===== src/hw/power_cfg_defines.svh =====
`ifndef POWER_CFG_DEFINES_SVH
`define POWER_CFG_DEFINES_SVH

// Register byte addresses.
`define OFS_POWER_DOWN_CONFIG       32'h4000_0210
`define OFS_POWER_DOWN_CONFIG_SET   32'h4000_0214
`define OFS_POWER_DOWN_CONFIG_CLEAR 32'h4000_0218
`define OFS_WAKEUP_SOURCE_LOW       32'h4000_0240

// Implemented bits and reset values.
`define POWER_MASK                  32'h01DB_E5B8
`define POWER_RESET                 32'h00D8_0500
`define WAKE_MASK                   32'h0001_FFFB
`define WAKE_RESET                  32'h0000_0000

// Power control bit positions.
`define BIT_RC_OSC_OUTPUT_OFF       3
`define BIT_RC_OSC_CORE_OFF         4
`define BIT_FLASH_OFF               5
`define BIT_BROWNOUT_RESET_OFF      7
`define BIT_BROWNOUT_IRQ_OFF        8
`define BIT_CONVERTER_OFF           10
`define BIT_RAM_BANK0_LOW_OFF       13
`define BIT_RAM_BANK0_HIGH_OFF      14
`define BIT_RAM_BANK1_OFF           15
`define BIT_RAM_BANK2_OFF           16
`define BIT_BOOT_ROM_OFF            17
`define BIT_CONVERTER_SUPPLY_OFF    19
`define BIT_WATCHDOG_OSC_OFF        20
`define BIT_SYSTEM_PLL_OFF          22
`define BIT_CONVERTER_REFERENCE_OFF 23
`define BIT_SLOW_CRYSTAL_OSC_OFF    24

// Bus response codes and fill values.
`define RESP_OKAY                   2'h0
`define RESP_SLVERR                 2'h2
`define DATA_ZERO                   32'h0000_0000

`endif


===== src/hw/power_cfg_pkg.sv =====
package power_cfg_pkg;

	typedef enum logic [1:0] {
		mode_active,
		mode_sleep,
		mode_deep_sleep,
		mode_power_down
	} power_mode_t;

endpackage : power_cfg_pkg


===== src/hw/wake_gate.sv =====
module wake_gate #(
	parameter int WAKE_W = 17
) (
	input  wire logic [WAKE_W-1:0]         irq_level,
	input  wire logic [WAKE_W-1:0]         enable,
	input  wire logic                      pattern_irq,
	input  wire power_cfg_pkg::power_mode_t mode,
	output logic                           wake
);

	logic [WAKE_W-1:0] gated;
	logic              deep;

	genvar i;
	generate
		for (i = 0; i < WAKE_W; i++) begin : g_gate
			assign gated[i] = irq_level[i] & enable[i];
		end
	endgenerate

	// Pattern match needs a running clock, so it only ends plain sleep.
	assign deep = (mode == power_cfg_pkg::mode_deep_sleep) ||
	              (mode == power_cfg_pkg::mode_power_down);
	assign wake = (deep && (|gated)) ||
	              ((mode == power_cfg_pkg::mode_sleep) && pattern_irq);

endmodule : wake_gate


===== src/hw/power_config_wakeup_enable.sv =====
`include "power_cfg_defines.svh"

// Functional notes
// - Power bit zero keeps resource on, one powers it down; bits 3-5 reset zero.
// - Bit 7 brown-out reset resets on; bit 8 brown-out interrupt resets off.
// - Bit 10 powers down the converter; resets to one.
// - Bits 13-16 RAM banks and bit 17 ROM reset to zero.
// - Bit 20 watchdog oscillator and bit 22 PLL reset to one.
// - Bit 24 slow crystal oscillator resets to zero.
// - Set alias write sets implemented bits written one; write-only.
// - Clear alias write clears implemented bits written one; write-only.
// - Wake enable one allows that interrupt to end deep modes; resets zero.
// - Wake bit 0 watchdog, bit 1 brown-out, bit 3 DMA.
// - Wake bit 4 group interrupt, bits 5-8 pin interrupts, not pattern match.
// - Pattern match never wakes from modes deeper than sleep.
// - Wake bit 9 micro tick, 10 multi-rate, 11-15 timers, 16 state timer.
module power_config_wakeup_enable #(
	parameter int WAKE_W = 17
) (
	input  wire logic                       aclk,
	input  wire logic                       aresetn,
	input  wire logic [31:0]                awaddr,
	input  wire logic [2:0]                 awprot,
	input  wire logic                       awvalid,
	output logic                            awready,
	input  wire logic [31:0]                wdata,
	input  wire logic [3:0]                 wstrb,
	input  wire logic                       wvalid,
	output logic                            wready,
	output logic [1:0]                      bresp,
	output logic                            bvalid,
	input  wire logic                       bready,
	input  wire logic [31:0]                araddr,
	input  wire logic [2:0]                 arprot,
	input  wire logic                       arvalid,
	output logic                            arready,
	output logic [31:0]                     rdata,
	output logic [1:0]                      rresp,
	output logic                            rvalid,
	input  wire logic                       rready,
	input  wire logic [WAKE_W-1:0]          wake_irq,
	input  wire logic                       pattern_match_irq,
	input  wire power_cfg_pkg::power_mode_t power_mode,
	output logic                            wake_request,
	output logic [31:0]                     power_down_config,
	output logic                            rc_osc_output_off,
	output logic                            rc_osc_core_off,
	output logic                            flash_off,
	output logic                            brownout_reset_off,
	output logic                            brownout_irq_off,
	output logic                            converter_off,
	output logic                            ram_bank0_low_off,
	output logic                            ram_bank0_high_off,
	output logic                            ram_bank1_off,
	output logic                            ram_bank2_off,
	output logic                            boot_rom_off,
	output logic                            converter_supply_off,
	output logic                            watchdog_osc_off,
	output logic                            system_pll_off,
	output logic                            converter_reference_off,
	output logic                            slow_crystal_osc_off
);

	function automatic logic reg_hit(input logic [31:0] addr, input logic [31:0] ofs);
		reg_hit = (addr[31:2] == ofs[31:2]);
	endfunction : reg_hit

	function automatic logic [31:0] lane_mask(input logic [3:0] strb);
		lane_mask = {{8{strb[3]}}, {8{strb[2]}}, {8{strb[1]}}, {8{strb[0]}}};
	endfunction : lane_mask

	logic [31:0]       power_q;
	logic [31:0]       wake_en_q;
	logic              awready_q;
	logic              wready_q;
	logic              aw_full_q;
	logic              w_full_q;
	logic [31:0]       aw_addr_q;
	logic [31:0]       w_data_q;
	logic [3:0]        w_strb_q;
	logic              bvalid_q;
	logic [1:0]        bresp_q;
	logic              arready_q;
	logic              rvalid_q;
	logic [31:0]       rdata_q;
	logic [1:0]        rresp_q;
	logic [WAKE_W-1:0] irq_meta_q;
	logic [WAKE_W-1:0] irq_sync_q;
	logic              pattern_meta_q;
	logic              pattern_sync_q;
	logic              wake_request_q;
	logic              aw_fire;
	logic              w_fire;
	logic              ar_fire;
	logic              wr_go;
	logic              aw_full_d;
	logic              w_full_d;
	logic              bvalid_d;
	logic              rvalid_d;
	logic [31:0]       wr_bits;
	logic              hit_cfg;
	logic              hit_set;
	logic              hit_clr;
	logic              hit_wake;
	logic              wake_d;

	assign aw_fire   = awvalid && awready_q;
	assign w_fire    = wvalid && wready_q;
	assign ar_fire   = arvalid && arready_q;
	// Address and data are parked separately, so they may arrive in either order.
	assign wr_go     = aw_full_q && w_full_q && !bvalid_q;
	assign aw_full_d = aw_full_q ? !wr_go : aw_fire;
	assign w_full_d  = w_full_q ? !wr_go : w_fire;
	assign bvalid_d  = bvalid_q ? !bready : wr_go;
	assign rvalid_d  = rvalid_q ? !rready : ar_fire;
	assign wr_bits   = w_data_q & lane_mask(w_strb_q);
	assign hit_cfg   = reg_hit(aw_addr_q, `OFS_POWER_DOWN_CONFIG);
	assign hit_set   = reg_hit(aw_addr_q, `OFS_POWER_DOWN_CONFIG_SET);
	assign hit_clr   = reg_hit(aw_addr_q, `OFS_POWER_DOWN_CONFIG_CLEAR);
	assign hit_wake  = reg_hit(aw_addr_q, `OFS_WAKEUP_SOURCE_LOW);

	always_ff @(posedge aclk) begin
		if (!aresetn) begin
			aw_full_q <= 1'b0;
			w_full_q  <= 1'b0;
			awready_q <= 1'b0;
			wready_q  <= 1'b0;
			aw_addr_q <= `DATA_ZERO;
			w_data_q  <= `DATA_ZERO;
			w_strb_q  <= 4'h0;
		end else begin
			aw_full_q <= aw_full_d;
			w_full_q  <= w_full_d;
			awready_q <= !aw_full_d && !bvalid_d;
			wready_q  <= !w_full_d && !bvalid_d;
			if (aw_fire) begin
				aw_addr_q <= awaddr;
			end
			if (w_fire) begin
				w_data_q <= wdata;
				w_strb_q <= wstrb;
			end
		end
	end

	always_ff @(posedge aclk) begin
		if (!aresetn) begin
			bvalid_q <= 1'b0;
			bresp_q  <= `RESP_OKAY;
		end else begin
			bvalid_q <= bvalid_d;
			if (wr_go) begin
				bresp_q <= (hit_cfg || hit_set || hit_clr || hit_wake) ? `RESP_OKAY : `RESP_SLVERR;
			end
		end
	end

	// Only implemented bits can ever be stored, so reserved bits read zero.
	always_ff @(posedge aclk) begin
		if (!aresetn) begin
			power_q <= `POWER_RESET;
		end else if (wr_go && hit_cfg) begin
			power_q <= ((power_q & ~lane_mask(w_strb_q)) | wr_bits) & `POWER_MASK;
		end else if (wr_go && hit_set) begin
			power_q <= power_q | (wr_bits & `POWER_MASK);
		end else if (wr_go && hit_clr) begin
			power_q <= power_q & ~(wr_bits & `POWER_MASK);
		end
	end

	always_ff @(posedge aclk) begin
		if (!aresetn) begin
			wake_en_q <= `WAKE_RESET;
		end else if (wr_go && hit_wake) begin
			wake_en_q <= ((wake_en_q & ~lane_mask(w_strb_q)) | wr_bits) & `WAKE_MASK;
		end
	end

	always_ff @(posedge aclk) begin
		if (!aresetn) begin
			arready_q <= 1'b0;
			rvalid_q  <= 1'b0;
			rdata_q   <= `DATA_ZERO;
			rresp_q   <= `RESP_OKAY;
		end else begin
			arready_q <= !rvalid_d;
			rvalid_q  <= rvalid_d;
			if (ar_fire) begin
				rresp_q <= `RESP_OKAY;
				if (reg_hit(araddr, `OFS_POWER_DOWN_CONFIG)) begin
					rdata_q <= power_q;
				end else if (reg_hit(araddr, `OFS_WAKEUP_SOURCE_LOW)) begin
					rdata_q <= wake_en_q;
				end else if (reg_hit(araddr, `OFS_POWER_DOWN_CONFIG_SET) ||
				             reg_hit(araddr, `OFS_POWER_DOWN_CONFIG_CLEAR)) begin
					rdata_q <= `DATA_ZERO;
				end else begin
					rdata_q <= `DATA_ZERO;
					rresp_q <= `RESP_SLVERR;
				end
			end
		end
	end

	// Interrupt lines come from other blocks that may be clocked differently.
	always_ff @(posedge aclk) begin
		if (!aresetn) begin
			irq_meta_q     <= '0;
			irq_sync_q     <= '0;
			pattern_meta_q <= 1'b0;
			pattern_sync_q <= 1'b0;
		end else begin
			irq_meta_q     <= wake_irq;
			irq_sync_q     <= irq_meta_q;
			pattern_meta_q <= pattern_match_irq;
			pattern_sync_q <= pattern_meta_q;
		end
	end

	wake_gate #(
		.WAKE_W      (WAKE_W)
	) u_wake_gate (
		.irq_level   (irq_sync_q),
		.enable      (wake_en_q[WAKE_W-1:0]),
		.pattern_irq (pattern_sync_q),
		.mode        (power_mode),
		.wake        (wake_d)
	);

	always_ff @(posedge aclk) begin
		if (!aresetn) begin
			wake_request_q <= 1'b0;
		end else begin
			wake_request_q <= wake_d;
		end
	end

	assign awready                 = awready_q;
	assign wready                  = wready_q;
	assign bvalid                  = bvalid_q;
	assign bresp                   = bresp_q;
	assign arready                 = arready_q;
	assign rvalid                  = rvalid_q;
	assign rdata                   = rdata_q;
	assign rresp                   = rresp_q;
	assign wake_request            = wake_request_q;
	assign power_down_config       = power_q;
	assign rc_osc_output_off       = power_q[`BIT_RC_OSC_OUTPUT_OFF];
	assign rc_osc_core_off         = power_q[`BIT_RC_OSC_CORE_OFF];
	assign flash_off               = power_q[`BIT_FLASH_OFF];
	assign brownout_reset_off      = power_q[`BIT_BROWNOUT_RESET_OFF];
	assign brownout_irq_off        = power_q[`BIT_BROWNOUT_IRQ_OFF];
	assign converter_off           = power_q[`BIT_CONVERTER_OFF];
	assign ram_bank0_low_off       = power_q[`BIT_RAM_BANK0_LOW_OFF];
	assign ram_bank0_high_off      = power_q[`BIT_RAM_BANK0_HIGH_OFF];
	assign ram_bank1_off           = power_q[`BIT_RAM_BANK1_OFF];
	assign ram_bank2_off           = power_q[`BIT_RAM_BANK2_OFF];
	assign boot_rom_off            = power_q[`BIT_BOOT_ROM_OFF];
	assign converter_supply_off    = power_q[`BIT_CONVERTER_SUPPLY_OFF];
	assign watchdog_osc_off        = power_q[`BIT_WATCHDOG_OSC_OFF];
	assign system_pll_off          = power_q[`BIT_SYSTEM_PLL_OFF];
	assign converter_reference_off = power_q[`BIT_CONVERTER_REFERENCE_OFF];
	assign slow_crystal_osc_off    = power_q[`BIT_SLOW_CRYSTAL_OSC_OFF];
endmodule : power_config_wakeup_enable


===== config.mk =====
export PLATFORM = sky130hd
export DESIGN_NAME = power_config_wakeup_enable
export DESIGN_NICKNAME = d
export VERILOG_FILES = /design/src/hw/power_cfg_pkg.sv /design/src/hw/wake_gate.sv /design/src/hw/power_config_wakeup_enable.sv
export VERILOG_INCLUDE_DIRS = /design/src /design/src/hw
export SDC_FILE = /design/constraint.sdc
export NUM_CORES = 1
export LEC_CHECK = 0
export ABC_AREA = 1
export BUFFER_PORTS_ARGS = -buffer_cell sky130_fd_sc_hd__buf_2
export CORE_MARGIN = 2
export CORE_UTILIZATION = 45
export CTS_CLUSTER_SIZE = 20
export DETAILED_ROUTE_END_ITERATION = 10
export GPL_ROUTABILITY_DRIVEN = 0
export PLACE_DENSITY = 0.77
export SLEW_MARGIN = 20
export SYNTH_ARGS = -nofsm -noshare
export SYNTH_HDL_FRONTEND = slang
export SYNTH_SLANG_ARGS = --single-unit

===== constraint.sdc =====
create_clock -name aclk -period 1.5 [get_ports aclk]
set_input_delay 0.075 -clock aclk [delete_from_list [all_inputs] [get_ports aclk]]
set_output_delay 0.075 -clock aclk [all_outputs]
set_load 0.005 [all_outputs]

# After elaboration in Yosys (flattened, before gate mapping)
# Index checks and enable logic that the tools add are counted.
# Widths: inputs -> output; s select.
dict set report classes {
  n_eq_ne 11
  multipliers 0
  shift 0
  n_reduce_logical 31
  order_cmp 0
  bitwise 26
  div 0
  add_sub_neg 0
  n_mux 13
}
# operator count
set op_table {}
lappend op_table {{$eq 30x29->1 const B} 8}
lappend op_table {{$mux 32} 3}
lappend op_table {{$and 25x25->25} 2}
lappend op_table {{$and 32x32->32} 1}
lappend op_table {{$not 25->32} 1}
lappend op_table {{$or 32x25->32} 1}
lappend op_table {{$mux 25} 1}
lappend op_table {{$not 25->25} 1}
lappend op_table {{$or 25x25->25} 1}
lappend op_table {{$and 17x17->17} 1}
lappend op_table {{$mux 17} 1}
lappend op_table {{$or 17x17->17} 1}
lappend op_table {{$and 1x1->1} 16}
lappend op_table {{$reduce_or 16->1} 1}
lappend op_table {{$logic_and 1x1->1} 13}
lappend op_table {{$logic_not 1->1} 8}
lappend op_table {{$mux 2} 4}
lappend op_table {{$logic_or 1x1->1} 6}
lappend op_table {{$eq 2x2->1 const B} 2}
lappend op_table {{$mux 1} 4}
lappend op_table {{$reduce_bool 3->1} 1}
lappend op_table {{$eq 2x1->1 const B} 1}
lappend op_table {{$reduce_bool 2->1} 1}
lappend op_table {{$reduce_or 2->1} 1}
lappend op_table {{$not 1->1} 1}
dict set report totals {
  regBits 189
  mem_bits_ro 0
  latchBits 0
  mem_bits_rw 0
  mem_count 0
  out_inout_bits 90
  inputBits 133
}

# Longest topological paths before layout
# Gate-level depths: netlist of run 1.
dict set report logic_depth {
  depth_word 6
  ltp_mapped 12
  mapped_depth_nobuf 12
}

# Modules after synthesis
# Synthesis of run 1 repeated with hierarchy kept, for this count alone.
dict set report unflattened {
  hier_cells 898
  hier_area_um2 6526.3
}
# mod area_each_um2 n_inst seq_area_each_um2 cells_each
set modules_own_cells {}
lappend modules_own_cells {power_config_wakeup_enable 6387.4 1 3123.0 862}
lappend modules_own_cells {wake_gate 138.9 1 0.0 36}

# Least setup slack after synthesis of run 1
# OpenSTA, ideal clock, no wires.
dict set report synth_path {
  path_type {register to register}
  from {register aw_addr_q[21]}
  to {register (tool-made name)}
  n_path_buf 0
  setup_ns 0.132
  slack_ns 0.081
  stages_incl_launch_ff 11
  t_arrival_ns 1.286
  cell_sequence {dfxtp_1 nor2_1 nand2_1 nor2_2 nand3_4 nor2_4 nand2_1 nand2_1 nand2_1 nand2_1 a21oi_1}
}
# element line_no
set synth_rtl {}
lappend synth_rtl {{start: declaration} power_config_wakeup_enable.sv:78} ;# logic [31:0] aw_addr_q;
lappend synth_rtl {{start signal: assignment} power_config_wakeup_enable.sv:128} ;# aw_addr_q <= `DATA_ZERO;
lappend synth_rtl {{start signal: assignment} power_config_wakeup_enable.sv:137} ;# aw_addr_q <= awaddr;

==> flow_summary_export.csv, run 1 <==
group,metric,value,unit
floorplan,rows,43,
sta,final-hold-violation-count,0,
final_layout,mostFrequentLayoutCells,"buf_2, nor2_1, nand2_1",
logic_synthesis,yosys_warnings,0,
job,drv_cap,0,
setup_path,cp.buffers_inverters,1,
min_path,hold_class,"in2reg",
setup_path,cp_max_fo,5,
setup_path,critPathLaunchType,"flop",
sta,period_share,1.110,
clocking,h-tree-depth,4,
routing,routed_wl,18140,um
routing,antenna_left,0,
floorplan,core,13930,um2
floorplan,die_w,123.9,um
final_layout,multiInputGateArea,2895,um2
floorplan,die_area,15350,um2
setup_path,crit_slowest_cell,"dfxtp_1",
clocking,insertion_delay,0.42,ns
setup_path,worstSetupPathType,"reg2reg",
global_routing,antenna_found_initial,0,
placed_design,dp_hpwl,11460,um
setup_path,cp_data_required_time,1.86,ns
sta,worstMarginPinSlew,0.5286,ns
clocking,clk_pin_slew,0.06,ns
sta,fmax,600.6,MHz
global_routing,grt_most_used_layer,"met2",
pwr,max-vdd-ir-drop,0.8859,mV
logic_synthesis,synth_area,6469,um2
placed_design,port_buffers,173,
global_routing,grt_max_degree,59,
sta,rsz0062_at_grt,"true",
sta,hold_ws,0.02820,ns
sta,fin_ws,-0.1651,ns
clocking,cts_tree,"built",
sta,final-setup-viol-count,31,
final_layout,layout_commonest_cell,"buf_2",
pwr,p_total,9.732,mW
logic_synthesis,syn_inst,890,
floorplan,ios,223,
routing,viasPerCell,4.931,
setup_path,worst_ep_arrival_time,2.02,ns
final_layout,stdcell_area,9089,um2
logic_synthesis,yosysSeqAreaShare,0.4766,
global_routing,grt_pass1_wl,27610,um
logic_synthesis,yosys_register_bits,154,
global_routing,met1_usage,0.2823,
clocking,cts_buffers,17,
routing,wl_per_cell,13.61,um
final_layout,antenna_cells,0,
setup_path,critPathMaxStageDelay,0.32,ns
clocking,cts.path.max_buffers,2,
global_routing,track_usage,0.2322,
logic_synthesis,netlist-cell-type-count,31,
sta,slew_viol_final,0,
routing,vias,6573,
pwr,power_density,1071,nW/um2
final_layout,final_core_util,0.6522,
global_routing,grt_use_met2,0.3894,
floorplan,start_util,0.4642,
routing,drtIter0Drc,474,
run_status,outcome,"finished, violations left",
sta,post-route-min-period,1.665,ns
floorplan,dieHeight,123.9,um
setup_path,critPathCaptureType,"flop",
final_layout,drive_gt1_frac,0.2819,
global_routing,met3_usage,0.04808,
sta,slew_headroom,0.6471,
final_layout,areaGrowthSynthToFinish,40.50,%
logic_synthesis,synth_area_per_cell,7.268,um2
setup_path,path_cells,"nor2_2 -> buf_4 -> nand4_1 -> nor2_4 -> nand2_4 -> a21oi_4 -> nand2_1 -> a21oi_2",
global_routing,grt_pass1_vias,5964,
setup_path,path_delay_family,"simple AND/OR/NAND/NOR gates",
pwr,p_leak,4.436,nW
clocking,cts.sinks,154,
final_layout,seq_area,3093,um2
placed_design,placed_area,7418,um2
sta,fin_skew,0.006852,ns
final_layout,nets,1273,
routing,drt_first_pass_iters,5,
global_routing,grt-ovfl-total,0,
routing,drc_errors,0,
run_status,violations,"negative setup slack",
final_layout,fillers,1107,
clocking,clockRootBuffer,"clkbuf_16",
## logic make-up after synthesis
kind of cell           count (synthesis)  share of synthesized area
buffers and inverters                173                     0.1317
other                                  1                  0.0005797
AND/OR/NAND/NOR                      403                     0.2588
AO/OA/AOI/OAI                        159                     0.1323
flip-flops                           154                     0.4766
## cell usage after synthesis
| master | instances | area (um2) |
|---|---|---|
| dfxtp_1 | 154 | 3083 |
| buf_2 | 4 | 20.02 |
| clkbuf_8 | 1 | 13.76 |
| nor2_1 | 176 | 660.6 |
| o21ai_0 | 78 | 390.4 |
| clkbuf_1 | 30 | 112.6 |
| inv_1 | 87 | 326.6 |
| nor4_1 | 1 | 6.260 |
| a21oi_1 | 46 | 230.2 |
| nand2_2 | 2 | 12.51 |
| nor2_2 | 5 | 31.28 |
| o2111ai_1 | 1 | 8.760 |
| nand3_1 | 18 | 90.09 |
| nor3_1 | 5 | 25.02 |
| a41oi_1 | 1 | 8.760 |
| a31oi_1 | 16 | 100.1 |
| nand4_1 | 19 | 118.9 |
| o21ai_1 | 8 | 40.04 |
| conb_1 | 1 | 3.750 |
| nor2_4 | 4 | 45.04 |
| buf_1 | 2 | 7.510 |
| nor4_2 | 1 | 12.51 |
| a21oi_4 | 1 | 16.27 |
| nor3_4 | 1 | 16.27 |
| buf_4 | 46 | 345.3 |
| nand2_1 | 170 | 638.1 |
| buf_6 | 2 | 22.52 |
| nand3_4 | 1 | 17.52 |
| a221oi_1 | 1 | 8.760 |
| o211ai_1 | 7 | 52.55 |
| clkinv_1 | 1 | 3.750 |
## metal layers
layer,vias up,share of wire
met1,2964,0.41
met4,0,0.036
met3,57,0.075
met2,285,0.48
li1,3267,-
met5,-,0
## path summary, 6_finish.rpt
check | startpoint | endpoint | slack (ns) | cells after the start
worst max-delay path | aw_addr_q[18] | flop | -0.17 | 8
worst max register to register | aw_addr_q[18] | flop | -0.17 | 8
worst min register to register | irq_meta_q[8] | irq_sync_q[8] | 0.41 | 2
worst min-delay path | bready | bvalid | 0.03 | 4
## cell type report
cell class / count / area share
inverters: 88 / 0.03689
repair buffers: 286 / 0.2165
flip-flops and latches: 154 / 0.3403
well taps: 180 / 0.02478
clock inverters: 11 / 0.01335
clock buffers: 21 / 0.04956
multi-input cells: 593 / 0.3186
## repair_timing
item,CTS,global route
hold buffers,76,0
resized for setup,28,60
endpoints found under the setup margin,31,32
setup buffers,3,4
endpoints found under the hold margin,76,0
pin swaps,18,27
cloned,1,2
## worst reg2reg max path, cell delays in order (launching register included)
cell and delay, ns:
dfxtp_1 0.32, nor2_2 0.17, buf_4 0.13, nand4_1 0.16, nor2_4 0.20, nand2_4 0.10, a21oi_4 0.27, nand2_1 0.12
a21oi_2 0.14
## power by group
group	total, mW	internal [mW]	switching [mW]
clock	4.13	2.49	1.65
sequential	4.45	4.31	0.148
combinational	1.14	0.540	0.604
total	9.73	7.33	2.40
## stage by stage
stage	std cells	TNS, ns	setup slack [ns]
floorplan	917	0	0.08130
detailed placement	1216	-1.922	-0.1460
global route	1333	-5.855	-0.2786
finish	1333	-2.600	-0.1651
CTS	1328	-1.494	-0.09379
global placement	1216	-0.5480	-0.05693
No activity file was read; power rests on OpenSTA's default activity.
==> inputs of run 2 (changes only) <==
- BUFFER_PORTS_ARGS: -buffer_cell sky130_fd_sc_hd__buf_2 -> -buffer_cell sky130_fd_sc_hd__buf_4
- RECOVER_POWER: default -> 50
==> flow_summary_export.csv, run 2 (synthesis results as in run 1) <==
group,metric,value,unit
final_layout,nets,1277,
run_status,outcome,"finished, violations left",
sta,fin_ws,-0.2476,ns
global_routing,grt_pass1_vias,5997,
final_layout,final_core_util,0.6794,
min_path,hold_class,"in2reg",
sta,period_share,1.165,
final_layout,mostFrequentLayoutCells,"buf_4, nor2_1, nand2_1",
routing,routed_wl,18850,um
pwr,max-vdd-ir-drop,0.9062,mV
clocking,insertion_delay,0.42,ns
clocking,cts_tree,"built",
global_routing,grt-ovfl-total,0,
routing,drtIter0Drc,461,
routing,vias,6599,
global_routing,grt_pass1_wl,28120,um
global_routing,grt_max_degree,59,
clocking,cts.path.max_buffers,2,
routing,drt_first_pass_iters,5,
clocking,cts_buffers,17,
final_layout,antenna_cells,0,
pwr,seqPwrFrac,0.460,
clocking,cts.sinks,154,
pwr,p_comb_frac,0.130,
final_layout,layout_commonest_cell,"buf_4",
placed_design,port_buffers,173,
sta,final-setup-viol-count,33,
placed_design,dp_hpwl,11670,um
routing,wl_per_cell,14.09,um
routing,drc_errors,0,
pwr,p_leak,4.485,nW
setup_path,critPathLaunchType,"flop",
clocking,clockRootBuffer,"clkbuf_16",
min_path,holdPathStages,5,
sta,slew_headroom,0.2899,
pwr,p_total,9.688,mW
floorplan,dieHeight,123.9,um
sta,post-route-min-period,1.748,ns
global_routing,antenna_found_initial,0,
sta,slew_viol_final,0,
setup_path,cp_max_fo,2,
pwr,power_switching,2.484,mW
floorplan,die_area,15350,um2
floorplan,core,13930,um2
setup_path,cp_data_required_time,1.81,ns
pwr,power.share.switching,0.2564,
setup_path,critPathCaptureType,"flop",
pwr,p_clk_frac,0.409,
routing,viasPerCell,4.936,
final_layout,areaGrowthSynthToFinish,46.34,%
setup_path,worstSetupPathType,"reg2reg",
routing,antenna_left,0,
sta,worstMarginPinSlew,1.065,ns
setup_path,worst_ep_arrival_time,2.06,ns
clocking,clk_pin_slew,0.06,ns
floorplan,die_w,123.9,um
global_routing,track_usage,0.2365,
floorplan,start_util,0.4642,
floorplan,ios,223,
clocking,h-tree-depth,4,
pwr,power_density,1023,nW/um2
sta,fmax,572.2,MHz
job,drv_cap,0,
pwr,power.internal,7.204,mW
setup_path,reg2regPathDepth,12,
sta,rsz0062_at_grt,"true",
sta,fin_skew,0.008707,ns
sta,final-hold-violation-count,0,
floorplan,rows,43,
run_status,violations,"negative setup slack",
final_layout,drive_gt1_frac,0.2748,
run 2: changes by cell type in the layout (fill, tap and decap cells not counted), moves of 3 or more:
cell	before	now
clkbuf_2	0	3
clkbuf_4	0	28
clkbuf_1	3	7
clkinvlp_4	2	5
nor2_4	11	15
nand2_1	149	156
nor2_2	16	6
buf_2	172	0
buf_4	31	171
nand2_2	19	14
inv_2	3	9
inv_1	82	76
nor2_1	158	164
run 2: path summary, 6_finish.rpt:
kind                                      end  slack, ns          start
worst max-delay path                 bresp[1]      -0.25  aw_addr_q[30]
worst max register to register       bresp[1]      -0.25  aw_addr_q[30]
worst min-delay path             wake_request       0.05  power_mode[0]
worst min register to register  irq_sync_q[4]       0.41  irq_meta_q[4]
run 2: per-layer routing:
layer | GRT usage | share of wire | vias up
met5 | 0 | 0 | -
met1 | 0.2845 | 0.41 | 2969
met2 | 0.4018 | 0.48 | 286
met4 | 0.1096 | 0.043 | 0
met3 | 0.05357 | 0.074 | 69
li1 | - | - | 3275
run 2: critical path, stage by stage, from the launching register on:
cell,delay [ns]
dfxtp_2,0.32
inv_2,0.05
nor2_4,0.13
nand2_2,0.09
nor2_4,0.15
buf_4,0.13
buf_4,0.11
buf_4,0.10
buf_4,0.10
buf_4,0.09
nand2_1,0.05
o211ai_1,0.21
o21ai_1,0.10
run 2: power by group through the flow:
stage,registers (mW),clock network (mW),logic (mW)
detailed placement,4.51,0,0.977
CTS,4.44,4.03,1.17
floorplan,4.48,0,0.584
global placement,4.51,0,0.960
global route,4.48,4.19,1.39
finish,4.46,3.97,1.26
run 2: cell type report:
cell class | instances | area (um2)
clock buffer | 17 | 425.4
clock inverter | 15 | 127.6
fill | 1173 | 4468
inverter | 88 | 335.3
multi-input combinational | 593 | 2874
sequential | 154 | 3100
tap | 180 | 225.2
timing repair buffer | 290 | 2379
run 2: per-stage QoR:
| step | std cells | hold slack (ns) | area, um2 | setup WS, ns | TNS, ns |
|---|---|---|---|---|---|
| floorplan | 917 | 0.1685 | 6570 | 0.08130 | 0 |
| global placement | 1217 | 0.2550 | 7856 | -0.06370 | -0.3615 |
| detailed placement | 1217 | 0.2596 | 7856 | -0.1262 | -1.426 |
| CTS | 1335 | 0.02560 | 9341 | -0.03823 | -0.4091 |
| global route | 1337 | 0.05437 | 9467 | -0.2910 | -6.647 |
| finish | 1337 | 0.04531 | 9467 | -0.2476 | -3.727 |
run 2: what timing repair did:
item                                    in CTS  in global routing
cloned                                       3                  0
pin swaps                                   22                 43
hold buffers                                76                  0
endpoints found under the setup margin      31                 33
hold endpoints to repair                    77                  0
buffers inserted                             7                  2
gates resized for setup                     34                 52
==> inputs of run 3 (changes only) <==
- MAX_ROUTING_LAYER: default -> met4
==> flow_summary_export.csv, run 3 (synthesis results as in run 1) <==
group,metric,value,unit
final_layout,layout_commonest_cell,"buf_4",
global_routing,grt-ovfl-total,0,
clocking,clk_pin_slew,0.06,ns
sta,rsz0062_at_grt,"true",
final_layout,nets,1277,
placed_design,dp_hpwl,11670,um
sta,period_share,1.123,
floorplan,die_w,123.9,um
setup_path,critPathLaunchType,"flop",
clocking,cts.sinks,154,
routing,drc_errors,0,
floorplan,dieHeight,123.9,um
routing,antenna_left,0,
routing,vias,6574,
clocking,clockRootBuffer,"clkbuf_16",
pwr,power_switching,2.469,mW
setup_path,worstSetupPathType,"reg2reg",
pwr,seqPwrFrac,0.461,
global_routing,met1_usage,0.2868,
pwr,max-vdd-ir-drop,0.9154,mV
pwr,power.share.switching,0.2554,
sta,final-setup-viol-count,33,
setup_path,cp_max_fo,2,
pwr,p_leak,4.483,nW
global_routing,grt_pass1_vias,6009,
sta,final-hold-violation-count,0,
sta,slew_viol_final,0,
job,drv_cap,0,
global_routing,grt_pass1_wl,28140,um
pwr,power_density,1025,nW/um2
floorplan,start_util,0.4642,
routing,drtIter0Drc,408,
floorplan,die_area,15350,um2
sta,fin_skew,0.007254,ns
min_path,hold_class,"in2reg",
final_layout,mostFrequentLayoutCells,"buf_4, nor2_1, nand2_1",
global_routing,met3_usage,0.04945,
global_routing,track_usage,0.2436,
clocking,h-tree-depth,4,
clocking,insertion_delay,0.43,ns
clocking,cts_buffers,17,
floorplan,ios,223,
clocking,cts.path.max_buffers,2,
final_layout,drive_gt1_frac,0.2705,
routing,routed_wl,18600,um
setup_path,cp_data_required_time,1.82,ns
clocking,cts_tree,"built",
sta,fin_ws,-0.1843,ns
routing,wl_per_cell,13.90,um
pwr,p_comb_frac,0.128,
global_routing,grt_most_used_layer,"met2",
setup_path,worst_ep_arrival_time,2.00,ns
sta,slew_headroom,0.2865,
sta,worstMarginPinSlew,1.070,ns
run_status,violations,"negative setup slack",
routing,drt_first_pass_iters,7,
sta,hold_ws,0.04013,ns
setup_path,rrSetupSlack,-0.18,ns
run_status,outcome,"finished, violations left",
pwr,p_clk_frac,0.411,
floorplan,rows,43,
global_routing,grt_use_met2,0.4032,
final_layout,areaGrowthSynthToFinish,45.90,%
global_routing,antenna_found_initial,0,
sta,post-route-min-period,1.684,ns
sta,fmax,593.7,MHz
pwr,power.internal,7.200,mW
floorplan,core,13930,um2
setup_path,critPathCaptureType,"flop",
global_routing,grt_max_degree,59,
routing,viasPerCell,4.913,
placed_design,port_buffers,173,
final_layout,final_core_util,0.6773,
## run 3: cell types whose count changed in the layout (fill, tap and decap cells not counted), sizes merged
cell,before,now
buf,176,177
diode,0,1
clkbuf,55,54
## run 3: final cells by class
type	count	area, um2
Antenna cell	1	2.502
Timing Repair Buffer	290	2379
Tap cell	180	225.2
Clock inverter	15	127.6
Inverter	88	335.3
Multi-Input combinational cell	593	2844
Clock buffer	17	425.4
Sequential cell	154	3099
Fill cell	1183	4497
## run 3: power groups by stage
stage	Combinational (mW)	Clock (mW)	Sequential, mW
after floorplan	0.584	0	4.48
after global placement	0.960	0	4.51
after detailed placement	0.977	0	4.51
after CTS	1.17	4.03	4.44
after global routing	1.37	4.19	4.48
final	1.24	3.97	4.46
## run 3: path summary, 6_finish.rpt
check / from / endpoint / cells past startpoint
setup / recovery: aw_addr_q[30] / bresp[1] / 12
hold / removal: power_mode[0] / wake_request / 5
setup reg to reg: aw_addr_q[30] / bresp[1] / 12
hold reg to reg: irq_meta_q[4] / irq_sync_q[4] / 2
## run 3: timing repair
action                     4_1_cts  5_1_grt
pin swaps                       22       34
hold buffers                    76        0
setup endpoints to repair       31       33
gates cloned                     3        0
resized for setup               34       44
setup buffers                    7        2
hold endpoints to repair        77        0
## run 3: metal layers
layer,up-vias,routed length (um),share of wire
li1,3280,-,-
met5,-,0,0
met2,272,9029,0.49
met3,56,1304,0.070
met1,2966,7660,0.41
met4,0,609,0.033
## run 3: critical path: stages, from the launching register on
cell      delay (ns)
dfxtp_2         0.32
inv_2           0.05
nor2_4          0.12
nand2_2         0.08
nor2_4          0.15
buf_4           0.13
buf_4           0.11
buf_4           0.10
buf_4           0.10
buf_4           0.09
nand2_1         0.06
o211ai_1        0.18
o21ai_1         0.09
## run 3: metrics by stage
step / cell area, um2 / total power [mW] / instances / setup slack [ns] / TNS [ns]
after global routing: 9435 / 10.04 / 1337 / -0.2809 / -6.505
after CTS: 9341 / 9.646 / 1335 / -0.03823 / -0.4091
after global placement: 7856 / 5.469 / 1217 / -0.06370 / -0.3615
after detailed placement: 7856 / 5.491 / 1217 / -0.1262 / -1.426
after floorplan: 6570 / 5.065 / 917 / 0.08130 / 0
final: 9438 / 9.670 / 1338 / -0.1843 / -3.186
